===== src/strobe_timing_pkg.sv =====
`default_nettype none
package strobe_timing_pkg;
    localparam int NUM_SELECTS = 8;
    localparam int SEL_W = 3;
    localparam int ADDR_W = 26;
    localparam int DATA_W = 32;
    localparam int SETUP_W = 6;
    localparam int PULSE_W = 7;
    localparam int CYCLE_W = 9;
    localparam int COUNT_W = 10;
    // setup code: bit 5 weighs 128, bits 4:0 plain
    localparam int SETUP_HI_BIT = 5;
    localparam int SETUP_HI_WEIGHT = 128;
    // pulse code: bit 6 weighs 256, bits 5:0 plain
    localparam int PULSE_HI_BIT = 6;
    localparam int PULSE_HI_WEIGHT = 256;
    // cycle code: bits 8:7 weigh 256, bits 6:0 plain
    localparam int CYCLE_HI_LSB = 7;
    localparam int CYCLE_HI_WEIGHT = 256;
    // reset timing values
    localparam logic [SETUP_W-1:0] SETUP_RESET = 6'h00;
    localparam logic [PULSE_W-1:0] PULSE_RESET = 7'h01;
    localparam logic [CYCLE_W-1:0] CYCLE_RESET = 9'h003;
    localparam logic MODE_RESET = 1'b0;
    // data bus width codes
    localparam logic [1:0] BUS_W8 = 2'h0;
    localparam logic [1:0] BUS_W16 = 2'h1;
    localparam logic [1:0] BUS_W32 = 2'h2;
    // byte access type codes
    localparam logic BYTE_SELECT = 1'b0;
    localparam logic BYTE_WRITE = 1'b1;
    typedef enum logic [1:0] {ST_IDLE, ST_READ, ST_WRITE} access_state_t;
endpackage
`default_nettype wire


===== src/strobe_timing_if.sv =====
`default_nettype none
interface strobe_timing_if;
    logic [strobe_timing_pkg::COUNT_W-1:0] count;
    logic [strobe_timing_pkg::COUNT_W-1:0] lead;
    logic [strobe_timing_pkg::COUNT_W-1:0] width;
    logic [strobe_timing_pkg::COUNT_W-1:0] length;
    logic active;
    logic asserted;
    modport ctrl (output count, output lead, output width, output length, output active, input asserted);
    modport gen (input count, input lead, input width, input length, input active, output asserted);
endinterface
`default_nettype wire


===== src/static_memory_strobe_timing.sv =====
`default_nettype none
// What this block does
// - 32-bit select: low address bits unused, low lines carry lane selects or strobes.
// - 16-bit select: address bit 0 unused, address bit 1 on third line.
// - 8-bit select: full address on shared lines, one write strobe.
// - byte-select leaves write strobes 1-3 unused; byte-write leaves lane selects unused.
// - lane selects follow address bus timing exactly.
// - byte write strobes share the single write strobe timing.
// - read strobe low after lead for width cycles; address held to cycle end.
// - chip select read timing is independent of read strobe timing.
// - read trails derive from cycle length minus lead minus width.
// - all timings kept per chip select in whole clock cycles.
// - zero lead and trail keep read strobes low across back-to-back reads.
// - only the read mode picks the sampling signal, no comparison.
// - read mode 1 samples at the read strobe rising edge.
// - read mode 0 samples at the chip select rising edge.
// - write strobe low after lead for width; address and data held through trail.
// - write chip select counts kept apart from read counts.
// - write trails derive from write cycle length.
// - zero lead and trail keep write strobes low across consecutive writes.
// - write mode 1 drives data from write strobe lead to cycle end.
// - write mode 0 drives data from chip select write lead to cycle end.
// - setup code top bit adds 128 to lower five bits.
// - reset timing gives three cycle accesses and chip-select control.
module static_memory_strobe_timing #(
    parameter int NSEL = strobe_timing_pkg::NUM_SELECTS
) (
    // clock and reset
    input wire logic sys_clk_i,
    input wire logic rst_n_i,
    // per-select configuration, one slice per chip select
    input wire logic [NSEL*strobe_timing_pkg::SETUP_W-1:0] read_strobe_lead_i,
    input wire logic [NSEL*strobe_timing_pkg::PULSE_W-1:0] read_strobe_width_i,
    input wire logic [NSEL*strobe_timing_pkg::SETUP_W-1:0] select_read_lead_i,
    input wire logic [NSEL*strobe_timing_pkg::PULSE_W-1:0] select_read_width_i,
    input wire logic [NSEL*strobe_timing_pkg::CYCLE_W-1:0] read_cycle_length_i,
    input wire logic [NSEL*strobe_timing_pkg::SETUP_W-1:0] write_strobe_lead_i,
    input wire logic [NSEL*strobe_timing_pkg::PULSE_W-1:0] write_strobe_width_i,
    input wire logic [NSEL*strobe_timing_pkg::SETUP_W-1:0] select_write_lead_i,
    input wire logic [NSEL*strobe_timing_pkg::PULSE_W-1:0] select_write_width_i,
    input wire logic [NSEL*strobe_timing_pkg::CYCLE_W-1:0] write_cycle_length_i,
    input wire logic [NSEL-1:0] read_mode_i,
    input wire logic [NSEL-1:0] write_mode_i,
    input wire logic [NSEL*2-1:0] bus_width_i,
    input wire logic [NSEL-1:0] byte_access_type_i,
    // access request
    input wire logic req_valid_i,
    input wire logic req_write_i,
    input wire logic [strobe_timing_pkg::SEL_W-1:0] req_sel_i,
    input wire logic [strobe_timing_pkg::ADDR_W-1:0] req_addr_i,
    input wire logic [strobe_timing_pkg::DATA_W-1:0] req_wdata_i,
    input wire logic [3:0] req_lanes_i,
    output logic req_ready_o,
    output logic rdata_valid_o,
    output logic [strobe_timing_pkg::DATA_W-1:0] rdata_o,
    // memory pins
    output logic [NSEL-1:0] chip_select_n_o,
    output logic read_strobe_n_o,
    output logic write_strobe_n_o,
    output logic byte_lane_select0_n_o,
    output logic byte_lane_select1_n_o,
    output logic byte_lane_select2_n_o,
    output logic byte_lane_select3_n_o,
    output logic [strobe_timing_pkg::ADDR_W-1:2] addr_o,
    input wire logic [strobe_timing_pkg::DATA_W-1:0] data_i,
    output logic [strobe_timing_pkg::DATA_W-1:0] data_o,
    output logic data_oe_o
);
    localparam int CW = strobe_timing_pkg::COUNT_W;

    function automatic logic [CW-1:0] exp_setup(input logic [strobe_timing_pkg::SETUP_W-1:0] c);
        exp_setup = CW'(c[4:0]) + (c[strobe_timing_pkg::SETUP_HI_BIT]
            ? CW'(strobe_timing_pkg::SETUP_HI_WEIGHT) : '0);
    endfunction
    function automatic logic [CW-1:0] exp_pulse(input logic [strobe_timing_pkg::PULSE_W-1:0] c);
        exp_pulse = CW'(c[5:0]) + (c[strobe_timing_pkg::PULSE_HI_BIT]
            ? CW'(strobe_timing_pkg::PULSE_HI_WEIGHT) : '0);
    endfunction
    function automatic logic [CW-1:0] exp_cycle(input logic [strobe_timing_pkg::CYCLE_W-1:0] c);
        logic [CW-1:0] hi;
        hi = CW'(c[8:7]);
        exp_cycle = CW'(c[6:0]) + CW'(hi * CW'(strobe_timing_pkg::CYCLE_HI_WEIGHT));
    endfunction

    // reset release
    logic rst_meta;
    logic rst_sync_n;
    always_ff @(posedge sys_clk_i or negedge rst_n_i) begin
        if (!rst_n_i) begin
            rst_meta <= 1'b0;
            rst_sync_n <= 1'b0;
        end else begin
            rst_meta <= 1'b1;
            rst_sync_n <= rst_meta;
        end
    end

    // access state
    strobe_timing_pkg::access_state_t state, next_state;
    logic [CW-1:0] count, next_count;
    logic [strobe_timing_pkg::SEL_W-1:0] sel, next_sel;
    logic [strobe_timing_pkg::ADDR_W-1:0] addr, next_addr;
    logic [strobe_timing_pkg::DATA_W-1:0] wdata, next_wdata;
    logic [3:0] lanes, next_lanes;

    // per-select timing of the running access, picked by sel
    logic [CW-1:0] strobe_lead, strobe_width, cs_lead, cs_width, cycle_len;
    logic rmode, wmode, acc_type;
    logic [1:0] bw;
    logic is_write;
    always_comb begin
        is_write = (state == strobe_timing_pkg::ST_WRITE);
        // separate read and write sets, indexed by select
        if (is_write) begin
            strobe_lead = exp_setup(write_strobe_lead_i[sel*strobe_timing_pkg::SETUP_W +: strobe_timing_pkg::SETUP_W]);
            strobe_width = exp_pulse(write_strobe_width_i[sel*strobe_timing_pkg::PULSE_W +: strobe_timing_pkg::PULSE_W]);
            cs_lead = exp_setup(select_write_lead_i[sel*strobe_timing_pkg::SETUP_W +: strobe_timing_pkg::SETUP_W]);
            cs_width = exp_pulse(select_write_width_i[sel*strobe_timing_pkg::PULSE_W +: strobe_timing_pkg::PULSE_W]);
            cycle_len = exp_cycle(write_cycle_length_i[sel*strobe_timing_pkg::CYCLE_W +: strobe_timing_pkg::CYCLE_W]);
        end else begin
            strobe_lead = exp_setup(read_strobe_lead_i[sel*strobe_timing_pkg::SETUP_W +: strobe_timing_pkg::SETUP_W]);
            strobe_width = exp_pulse(read_strobe_width_i[sel*strobe_timing_pkg::PULSE_W +: strobe_timing_pkg::PULSE_W]);
            cs_lead = exp_setup(select_read_lead_i[sel*strobe_timing_pkg::SETUP_W +: strobe_timing_pkg::SETUP_W]);
            cs_width = exp_pulse(select_read_width_i[sel*strobe_timing_pkg::PULSE_W +: strobe_timing_pkg::PULSE_W]);
            cycle_len = exp_cycle(read_cycle_length_i[sel*strobe_timing_pkg::CYCLE_W +: strobe_timing_pkg::CYCLE_W]);
        end
        rmode = read_mode_i[sel];
        wmode = write_mode_i[sel];
        acc_type = byte_access_type_i[sel];
        bw = bus_width_i[sel*2 +: 2];
    end

    strobe_timing_if strobe_t ();
    strobe_timing_if cs_t ();
    assign strobe_t.count = count;
    assign strobe_t.lead = strobe_lead;
    assign strobe_t.width = strobe_width;
    assign strobe_t.length = cycle_len;
    assign strobe_t.active = (state != strobe_timing_pkg::ST_IDLE);
    assign cs_t.count = count;
    assign cs_t.lead = cs_lead;
    assign cs_t.width = cs_width;
    assign cs_t.length = cycle_len;
    assign cs_t.active = (state != strobe_timing_pkg::ST_IDLE);
    strobe_phase u_strobe (.tim(strobe_t));
    strobe_phase u_select (.tim(cs_t));

    // trail is implicit: the access simply ends at cycle_len
    logic last_cycle;
    assign last_cycle = (state != strobe_timing_pkg::ST_IDLE) && (count + CW'(1) >= cycle_len);

    always_comb begin
        next_state = state;
        next_count = count;
        next_sel = sel;
        next_addr = addr;
        next_wdata = wdata;
        next_lanes = lanes;
        if (state == strobe_timing_pkg::ST_IDLE || last_cycle) begin
            next_count = '0;
            if (req_valid_i) begin
                next_state = req_write_i ? strobe_timing_pkg::ST_WRITE : strobe_timing_pkg::ST_READ;
                next_sel = req_sel_i;
                next_addr = req_addr_i;
                next_wdata = req_wdata_i;
                next_lanes = req_lanes_i;
            end else begin
                next_state = strobe_timing_pkg::ST_IDLE;
            end
        end else begin
            next_count = count + CW'(1);
        end
    end

    always_ff @(posedge sys_clk_i or negedge rst_sync_n) begin
        if (!rst_sync_n) begin
            state <= strobe_timing_pkg::ST_IDLE;
            count <= '0;
            sel <= '0;
            addr <= '0;
            wdata <= '0;
            lanes <= '0;
        end else begin
            state <= next_state;
            count <= next_count;
            sel <= next_sel;
            addr <= next_addr;
            wdata <= next_wdata;
            lanes <= next_lanes;
        end
    end

    // pin values for the coming cycle, registered so pins come from flops
    logic [NSEL-1:0] next_cs_n;
    logic next_rd_n, next_we_n, next_oe, next_rvalid;
    logic sample_pend, next_sample_pend;
    logic [3:0] next_bl;
    logic [strobe_timing_pkg::DATA_W-1:0] next_rdata;
    logic [strobe_timing_pkg::ADDR_W-1:2] next_pin_addr;
    logic [strobe_timing_pkg::DATA_W-1:0] next_dout;
    // strobe and select states at the current count; the pins take them on the next edge
    logic cur_strobe, cur_cs;
    always_comb begin
        cur_strobe = strobe_t.asserted;
        cur_cs = cs_t.asserted;
        next_cs_n = '1;
        next_rd_n = 1'b1;
        next_we_n = 1'b1;
        next_bl = 4'hf;
        next_oe = 1'b0;
        next_pin_addr = addr_o;
        next_dout = data_o;
        next_rvalid = 1'b0;
        next_sample_pend = 1'b0;
        next_rdata = rdata_o;
        if (state != strobe_timing_pkg::ST_IDLE) begin
            next_pin_addr = addr[strobe_timing_pkg::ADDR_W-1:2];
            next_dout = wdata;
            next_cs_n[sel] = !cur_cs;
            if (is_write) begin
                // byte-select and 8-bit writes: write strobe follows the strobe window; byte-write gates it with lane 0 below
                next_we_n = !cur_strobe;
                // data drive window by mode, held to cycle end
                next_oe = wmode ? (count >= strobe_lead) : (count >= cs_lead);
            end else begin
                next_rd_n = !cur_strobe;
            end
            // shared low lines by bus width and access type
            case (bw)
                strobe_timing_pkg::BUS_W8: begin
                    next_bl = {1'b1, addr[1], 1'b1, addr[0]};
                end
                strobe_timing_pkg::BUS_W16: begin
                    if (acc_type == strobe_timing_pkg::BYTE_WRITE) begin
                        next_bl = {1'b1, addr[1], is_write ? !(cur_strobe && lanes[1]) : 1'b1, 1'b1};
                        next_we_n = is_write ? !(cur_strobe && lanes[0]) : 1'b1;
                    end else begin
                        next_bl = {1'b1, addr[1], !lanes[1], !lanes[0]};
                    end
                end
                default: begin
                    if (acc_type == strobe_timing_pkg::BYTE_WRITE) begin
                        next_bl = is_write ? ~({4{cur_strobe}} & lanes) | 4'h1 : 4'hf;
                        next_we_n = is_write ? !(cur_strobe && lanes[0]) : 1'b1;
                    end else begin
                        next_bl = ~lanes;
                    end
                end
            endcase
            // last low count of the chosen strobe; its pin rises two edges later
            if (!is_write
                && count == (rmode ? strobe_lead + strobe_width : cs_lead + cs_width) - CW'(1)) begin
                next_sample_pend = 1'b1;
            end
        end
        // pins still show the last low count here, so memory data is valid; may fall into the next access
        if (sample_pend) begin
            next_rvalid = 1'b1;
            next_rdata = data_i;
        end
    end

    always_ff @(posedge sys_clk_i or negedge rst_sync_n) begin
        if (!rst_sync_n) begin
            chip_select_n_o <= '1;
            read_strobe_n_o <= 1'b1;
            write_strobe_n_o <= 1'b1;
            {byte_lane_select3_n_o, byte_lane_select2_n_o, byte_lane_select1_n_o, byte_lane_select0_n_o} <= 4'hf;
            addr_o <= '0;
            data_o <= '0;
            data_oe_o <= 1'b0;
            rdata_valid_o <= 1'b0;
            rdata_o <= '0;
            req_ready_o <= 1'b0;
            sample_pend <= 1'b0;
        end else begin
            chip_select_n_o <= next_cs_n;
            read_strobe_n_o <= next_rd_n;
            write_strobe_n_o <= next_we_n;
            {byte_lane_select3_n_o, byte_lane_select2_n_o, byte_lane_select1_n_o, byte_lane_select0_n_o} <= next_bl;
            addr_o <= next_pin_addr;
            data_o <= next_dout;
            data_oe_o <= next_oe;
            rdata_valid_o <= next_rvalid;
            rdata_o <= next_rdata;
            sample_pend <= next_sample_pend;
            req_ready_o <= (next_state == strobe_timing_pkg::ST_IDLE) || (next_count + CW'(1) >= cycle_len && next_state == state);
        end
    end

    // assertions
    property p_cycle_bound;
        @(posedge sys_clk_i) disable iff (!rst_sync_n)
        (state != strobe_timing_pkg::ST_IDLE) |-> (count < cycle_len || cycle_len == '0);
    endproperty
    a_cycle_bound: assert property (p_cycle_bound) else $error("access ran past cycle length");
    property p_read_low;
        @(posedge sys_clk_i) disable iff (!rst_sync_n)
        (state == strobe_timing_pkg::ST_READ && count == strobe_lead) |=> !read_strobe_n_o;
    endproperty
    a_read_low: assert property (p_read_low) else $error("read strobe not low after lead");
    property p_write_low;
        @(posedge sys_clk_i) disable iff (!rst_sync_n)
        (state == strobe_timing_pkg::ST_WRITE && count == strobe_lead && acc_type == strobe_timing_pkg::BYTE_SELECT)
            |=> !write_strobe_n_o;
    endproperty
    a_write_low: assert property (p_write_low) else $error("write strobe not low after lead");
    property p_no_read_in_write;
        @(posedge sys_clk_i) disable iff (!rst_sync_n) data_oe_o |-> read_strobe_n_o;
    endproperty
    a_no_read_in_write: assert property (p_no_read_in_write) else $error("read strobe during write");
    property p_oe_mode0;
        @(posedge sys_clk_i) disable iff (!rst_sync_n)
        (is_write && !wmode && count >= cs_lead) |=> data_oe_o;
    endproperty
    a_oe_mode0: assert property (p_oe_mode0) else $error("data not driven after select lead");
    property p_sample_read_only;
        @(posedge sys_clk_i) disable iff (!rst_sync_n) rdata_valid_o |-> $past(state, 2) == strobe_timing_pkg::ST_READ;
    endproperty
    a_sample_read_only: assert property (p_sample_read_only) else $error("sample outside read");
    property p_idle_pins;
        @(posedge sys_clk_i) disable iff (!rst_sync_n)
        (state == strobe_timing_pkg::ST_IDLE) |=> (chip_select_n_o == '1 && read_strobe_n_o);
    endproperty
    a_idle_pins: assert property (p_idle_pins) else $error("strobes active while idle");
    property p_one_select;
        @(posedge sys_clk_i) disable iff (!rst_sync_n) $countones(~chip_select_n_o) <= 1;
    endproperty
    a_one_select: assert property (p_one_select) else $error("two selects low");
    c_read: cover property (@(posedge sys_clk_i) rdata_valid_o);
    c_write: cover property (@(posedge sys_clk_i) data_oe_o && !write_strobe_n_o);
    c_b2b: cover property (@(posedge sys_clk_i) last_cycle && req_valid_i);
endmodule
`default_nettype wire


===== src/strobe_phase.sv =====
`default_nettype none
// one strobe: asserted while lead <= count < lead + width
module strobe_phase (
    strobe_timing_if.gen tim
);
    logic [strobe_timing_pkg::COUNT_W:0] edge_end;
    always_comb begin
        edge_end = {1'b0, tim.lead} + {1'b0, tim.width};
        tim.asserted = tim.active && ({1'b0, tim.count} >= {1'b0, tim.lead})
            && ({1'b0, tim.count} < edge_end);
    end
endmodule
`default_nettype wire


===== config.mk =====
export PLATFORM = sky130hd
export DESIGN_NAME = static_memory_strobe_timing
export DESIGN_NICKNAME = d
export VERILOG_FILES = /design/src/strobe_timing_pkg.sv /design/src/strobe_timing_if.sv /design/src/static_memory_strobe_timing.sv /design/src/strobe_phase.sv
export SDC_FILE = /design/constraint.sdc
export NUM_CORES = 1
export LEC_CHECK = 0
export BUFFER_PORTS_ARGS = -buffer_cell sky130_fd_sc_hd__buf_2
export CORE_AREA = 4 4 311 313
export DETAILED_ROUTE_END_ITERATION = 12
export DIE_AREA = 0 0 315 317
export GPL_ROUTABILITY_DRIVEN = 0
export PLACE_DENSITY = 0.34
export SYNTH_ARGS = -nofsm -noshare
export SYNTH_HDL_FRONTEND = slang
export SYNTH_SLANG_ARGS = --single-unit

===== constraint.sdc =====
create_clock -name sys_clk_i -period 7.8 [get_ports sys_clk_i]
set_clock_uncertainty 0.15 [all_clocks]
set_input_delay 1.56 -clock sys_clk_i [delete_from_list [all_inputs] [get_ports sys_clk_i]]
set_output_delay 1.56 -clock sys_clk_i [all_outputs]
set_load 0.05 [all_outputs]

After elaboration in Yosys (flattened, before gate mapping)
Cells that the tools add are included.
Widths: inputs -> output; s select.
- bits in registers: 185
- input port bits: 701
- output and inout port bits: 105
- $add $sub $neg: 17
- $mul: 3
- magnitude comparators: 10
- equality and inequality tests: 4
- shift operators: 11
- mux-type cells: 46
- bitwise logic cells: 5
- reduce and logical (&&, ||, !) cells: 24
- operators by type and width (operator ; number):
    $shiftx 56x7->7 ; 4
    $shiftx 48x7->6 ; 4
    $shiftx 72x8->9 ; 2
    $mux 9 ; 6
    $mux 10 ; 5
    $add 6x9->10 ; 4
    $ge 10x10->1 ; 4
    $mux 8 ; 5
    $add 5x8->9 ; 4
    $add 9x10->11 ; 2
    $lt 10x11->1 ; 2
    $add 10x1->10 const B ; 2
    $add 10x10->10 ; 2
    $add 7x10->10 ; 2
    $ge 10x9->1 ; 2
    $mux 1 ; 18
    $shiftx 16x5->2 ; 1
    $mux 4 ; 3
    $eq 10x10->1 ; 1
    $logic_and 1x1->1 ; 10
    $sub 10x1->10 const B ; 1
    $bmux 1 s3 ; 3
    $mux 2 ; 4
    $not 4->4 ; 2
    other kinds (18) ; 27

Depth between registers and ports, before layout
- depth in word-level cells: 14
- gate-level depth with buffers: 31

Hierarchy
A second synthesis with hierarchy kept.
- cell total of the unflattened synthesis: 1139
- area total of the unflattened synthesis: 14781.7 um2
- by module, submodules not included (module ; instances ; cells an instance ; area an instance (um2)):
    static_memory_strobe_timing ; 1 ; 921 ; 13045.0
    strobe_phase ; 2 ; 109 ; 868.3

Worst setup path before layout
No wires, ideal clock.
- path kind: reg2reg
- from: reg state[0]
- to: reg req_ready_o
- arrival time: 6.582 ns
- data required time: 7.517 ns
- slack: 0.935 ns
- cell stages (with the launch flop): 30
- buffers on the path: 6
- clock period less this slack: 6.865 ns
- path through: dfrtp_1 clkbuf_1 nand2b_1 clkbuf_1 buf_2 buf_2 mux4_2 mux4_2 ha_1 nand2b_1 a21o_1 a21o_1 a21oi_1 nor2b_1 o211ai_1 a41oi_1 clkbuf_1 clkbuf_1 nor2_1 ha_1 nand2_1 or3_1 or3_1 nor4_1 xor2_1 ha_1 a211oi_1 nand2_1 nor4bb_1 a211oi_1
- word-level cells in the longest chain between the ends: 10
- elaborated cells between the ends (all ways): 15
- ends and longest elaborated chain (item ; line ; source):
    start: declaration ; static_memory_strobe_timing.sv:99 ; strobe_timing_pkg::access_state_t state, next_state;
    start signal: assignment ; static_memory_strobe_timing.sv:177 ; state <= strobe_timing_pkg::ST_IDLE;
    start signal: assignment ; static_memory_strobe_timing.sv:184 ; state <= next_state;
    $eq 2x2->1 ; static_memory_strobe_timing.sv:112 ; is_write = (state == strobe_timing_pkg::ST_WRITE);
    $mux 10 ; static_memory_strobe_timing.sv:114 ; if (is_write) begin
    $ge 10x10->1 ; static_memory_strobe_timing.sv:150 ; assign last_cycle = (state != strobe_timing_pkg::ST_IDLE) && (count + CW'(1) >= cycle_len);
    $logic_and 1x1->1 ; static_memory_strobe_timing.sv:150 ;
    $logic_or 1x1->1 (*) ; static_memory_strobe_timing.sv:159 ; if (state == strobe_timing_pkg::ST_IDLE || last_cycle) begin
    $mux 10 (*) ; static_memory_strobe_timing.sv:159 ;
    named net next_count[0] ; static_memory_strobe_timing.sv:100 ; logic [CW-1:0] count, next_count;
    $add 10x1->10 (*) ; static_memory_strobe_timing.sv:287 ; req_ready_o <= (next_state == strobe_timing_pkg::ST_IDLE) || (next_count + CW'(1) >= cycle_len && next_state = ...
    $ge 10x10->1 (*) ; static_memory_strobe_timing.sv:287 ;
    $logic_and 1x1->1 (*) ; static_memory_strobe_timing.sv:287 ;
    $logic_or 1x1->1 (*) ; static_memory_strobe_timing.sv:287 ;
    end signal: assignment ; static_memory_strobe_timing.sv:287 ;
    end: declaration ; static_memory_strobe_timing.sv:53 ; output logic req_ready_o,
Mark *: on every way through the listed nets, which the timed path passes. The rest lies on a longest branch.
A chain may end at the register's enable or synchronous reset.

Final worst setup path
- from: reg state[1]
- to: reg req_ready_o
The elaborated chain is that of the path after synthesis.

==> results.sh <==
export IMPL_outcome="finished, final reports clean"
export IMPL_h_tree_depth=4
export IMPL_clock_latency_ps=500
export IMPL_mostFrequentLayoutCells="sky130_fd_sc_hd__buf_2, sky130_fd_sc_hd__dfrtp_1, sky130_fd_sc_hd__mux2_2"
export IMPL_synth_simple_gate_area_frac=0.0841
export IMPL_post_route_cells_drive_above_1_share=0.627
export IMPL_ios=806
export IMPL_worst_path_max_delay_cell="sky130_fd_sc_hd__dfrtp_1"
export IMPL_maxCapViolations=0
export IMPL_initial_core_util=0.145
export IMPL_yosys_cell_types_count=70
export IMPL_totalPowerFinal_mw=8.98
export IMPL_clock_fmax_ghz=0.154
export IMPL_tritoncts_num_buffers=17
export IMPL_detail_route_wl_per_cell_um=28.9
export IMPL_root_buffer="sky130_fd_sc_hd__clkbuf_16"
export IMPL_ir_drop_mv=0.158
export IMPL_synth_xor_area_share=0.0225
export IMPL_cp_start_kind="register"
export IMPL_synth_yosys_seq_area_share=0.341
export IMPL_fraction_of_the_mapped_netlist_area_in_compound_gates=0.0744
export IMPL_floorplan_die_height_um=317
export IMPL_period_minus_slack_ps=6480
export IMPL_avgSynthCellArea_um2=12.3
export IMPL_tritoncts="yes"
export IMPL_dominant_combinational_cell_family_by_area_after_synthesis="multiplexers"
export IMPL_max_slew_worst_pin_slew_ps=1110
export IMPL_globalRoute_totalOverflow=0
export IMPL_syn_instance_count=1104
export IMPL_final_period_utilization=0.831
export IMPL_drcViolationCount=0
export IMPL_cp_data_arrival_time_ps=6700
export IMPL_totalWireLength_um=92500
export IMPL_post_synth_mux_area_share=0.387
export IMPL_timing_critical_path_to="req_ready_o$_DFF_PN0_"
export IMPL_dp_hpwl_um=80100
export IMPL_yosysTopAreaCell="sky130_fd_sc_hd__dfrtp_1"
export IMPL_hold_depth=0
export IMPL_hold_buffers=0
export IMPL_power_density_nw_per_um2=452
export IMPL_synth_fp_nets=1864
export IMPL_grt_max_degree=124
export IMPL_reg2reg_to="req_ready_o$_DFF_PN0_"
export IMPL_die_width_um=315
export IMPL_cp_buffers_inverters=0
export IMPL_setup_viol=0
export IMPL_critical_path_startpoint="state[1]$_DFF_PN0_"
export IMPL_clk_transition_reported_paths_ps=80
export IMPL_r2r_start="state[1]$_DFF_PN0_"
export IMPL_fraction_of_the_mapped_netlist_area_in_adder_cells=0.0553
export IMPL_final_hold_viol_count=0
export IMPL_design_core_area_um2=94300
export IMPL_detail_route_vias_per_cell=4.26
export IMPL_critical_path_top_delay_family="simple AND/OR/NAND/NOR gates"
export IMPL_clock_sinks=185
export IMPL_fin_nets=2641
export IMPL_crit_required_ps=8020
export IMPL_ys_dominant_reg_cell="sky130_fd_sc_hd__dfrtp_1"
export IMPL_maximum_root_to_sink_buffer_count=2
export IMPL_worst_setup_path_type="reg -> reg"
export IMPL_grt_first_pass_wirelength_um=121000
export IMPL_rsz0062_at_grt="no"
export IMPL_crit_path_depth=23
export IMPL_cp_cell_sequence="nand2b_4 -> mux4_2 -> mux4_2 -> ha_1 -> nand2b_1 -> a21o_1 -> a21o_1 -> a21oi_1 -> nor2b_1 -> o211ai_1 -> a41oi_2 -> nor2_1 -> ha_1 -> nand2_1 -> or3_1 -> or3_1 -> nor4_1 -> xor2_1 -> ha_1 -> a211oi_1 -> nand2_1 -> nor4bb_1 -> a211oi_1"
export IMPL_drt_antenna_violating_nets=0
export IMPL_final_common_cell="sky130_fd_sc_hd__buf_2"
export IMPL_yosysTopAreaCellShare=0.314
export IMPL_tightest_slew_margin_relative_to_the_limit=0.260
export IMPL_top_fanout_value_on_the_critical_path=25
export IMPL_synthArstFlopShare=1.00
export IMPL_post_cts_resized=0
export IMPL_row_cnt=113
export IMPL_path_common_cell="sky130_fd_sc_hd__ha_1"
export IMPL_critical_path_endpoint_type="register"
export IMPL_port_buffer_count=805
export IMPL_synth_edf_count=0
export IMPL_synth_seq_cells=185
export IMPL_r2r_setup_slack_ps=1320
export IMPL_post_cts_setup_buffers=0
export IMPL_ff2ff_path_depth=23
export IMPL_critPathMaxStageDelay_ps=710
export IMPL_mappedNetlistArea_um2=13600
export IMPL_yosysWarnings=0
export IMPL_vias=13600
export IMPL_synth_area_top_cells="sky130_fd_sc_hd__dfrtp_1, sky130_fd_sc_hd__mux4_2, sky130_fd_sc_hd__mux2_2, sky130_fd_sc_hd__ha_1, sky130_fd_sc_hd__mux2i_1"
export IMPL_number_of_global_route_vias_before_repair=14400
export IMPL_min_delay_path_class="reg -> reg"
export IMPL_flow_area_growth_from_synthesis_pct=46.0
export IMPL_antenna_found_initial=85
export IMPL_initialDrtViolationCount=981
export IMPL_leakage_nw=9.47
export IMPL_slew_viol_final=0
export IMPL_setup_tns_ps=0
export IMPL_dr_pass1_iters=5
export IMPL_dieArea_um2=99900
export IMPL_grt_total_usage=0.179
[logic make-up after synthesis]
group | Yosys count
flops | 185
buf+inv | 116
compound gates | 143
fa+ha+maj | 59
other cells | 1
xor+xnor | 35
simple gates | 220
mux | 345
[area by class of cell]
type | instances | area, um2
timing repair buffer | 836 | 4290
clock buffer | 20 | 447
multi-input combinational | 803 | 8540
fill | 10400 | 74400
clock inverter | 12 | 133
antenna | 39 | 97.6
inverter | 38 | 143
tap | 1265 | 1580
sequential | 185 | 4660
[routing by layer]
layer,vias up,part of all wire,global-route usage
li1,5849,-,-
met1,6847,0.38,0.207
met2,742,0.50,0.307
met3,156,0.077,0.0523
met4,14,0.043,0.0811
met5,-,0.0010,0
[sequential cells by signal, indices dropped and copies added, names as in the netlist, 2 cells and up]
register / cells
wdata: 32
count: 10
addr_o: 24
data_o: 32
chip_select_n_o: 8
addr: 26
rdata_o: 32
state: 2
lanes: 4
sel: 3
[per-stage QoR]
stage	setup slack (ps)	utilization	instances	cell area (um2)	hold WS [ps]
6_report	1320	0.211	3198	19900	214
5_1_grt	797	0.210	3179	19800	232
4_1_cts	1270	0.210	3159	19800	222
3_5_place_dp	911	0.204	3127	19200	192
3_3_place_gp	870	0.204	3127	19200	188
2_1_floorplan	935	-	1104	13600	181
[cells in the mapped netlist (all sizes together) (13+ instances only)]
| master | number |
|---|---|
| a21o | 21 |
| mux2 | 159 |
| clkbuf | 44 |
| mux4 | 129 |
| xnor2 | 16 |
| dfstp | 14 |
| nand2b | 17 |
| nand2 | 76 |
| a211oi | 13 |
| a21oi | 36 |
| nor2 | 35 |
| o21ai | 15 |
| mux2i | 57 |
| xor2 | 19 |
| buf | 34 |
| inv | 38 |
| ha | 57 |
| dfrtp | 171 |
| nand3 | 18 |
[how the worst min path moves through the flow]
stage	startpoint	to
floorplan	rst_meta$_DFF_PN0_	rst_sync_n$_DFF_PN0_
CTS	rst_meta$_DFF_PN0_	rst_sync_n$_DFF_PN0_
finish	rst_meta$_DFF_PN0_	rst_sync_n$_DFF_PN0_
global route	rst_meta$_DFF_PN0_	rst_sync_n$_DFF_PN0_
detailed placement	rst_meta$_DFF_PN0_	rst_sync_n$_DFF_PN0_
global placement	rst_meta$_DFF_PN0_	rst_sync_n$_DFF_PN0_
[worst register-to-register path, cell delays in order, from the launching register on]
cell and delay, ps:
sky130_fd_sc_hd__dfrtp_1 710, sky130_fd_sc_hd__nand2b_4 430, sky130_fd_sc_hd__mux4_2 590, sky130_fd_sc_hd__mux4_2 570
sky130_fd_sc_hd__ha_1 300, sky130_fd_sc_hd__nand2b_1 140, sky130_fd_sc_hd__a21o_1 170, sky130_fd_sc_hd__a21o_1 170
sky130_fd_sc_hd__a21oi_1 150, sky130_fd_sc_hd__nor2b_1 60, sky130_fd_sc_hd__o211ai_1 220, sky130_fd_sc_hd__a41oi_2 190
sky130_fd_sc_hd__nor2_1 220, sky130_fd_sc_hd__ha_1 220, sky130_fd_sc_hd__nand2_1 70, sky130_fd_sc_hd__or3_1 330
sky130_fd_sc_hd__or3_1 360, sky130_fd_sc_hd__nor4_1 270, sky130_fd_sc_hd__xor2_1 120, sky130_fd_sc_hd__ha_1 230
sky130_fd_sc_hd__a211oi_1 250, sky130_fd_sc_hd__nand2_1 80, sky130_fd_sc_hd__nor4bb_1 290, sky130_fd_sc_hd__a211oi_1 80
[where the power goes]
part / switching, mW / total (mW) / internal (mW)
Combinational: 3.67 / 6.33 / 2.66
Sequential: 0.356 / 1.73 / 1.38
Clock: 0.463 / 0.922 / 0.459
No activity file was read; power rests on OpenSTA's default activity.
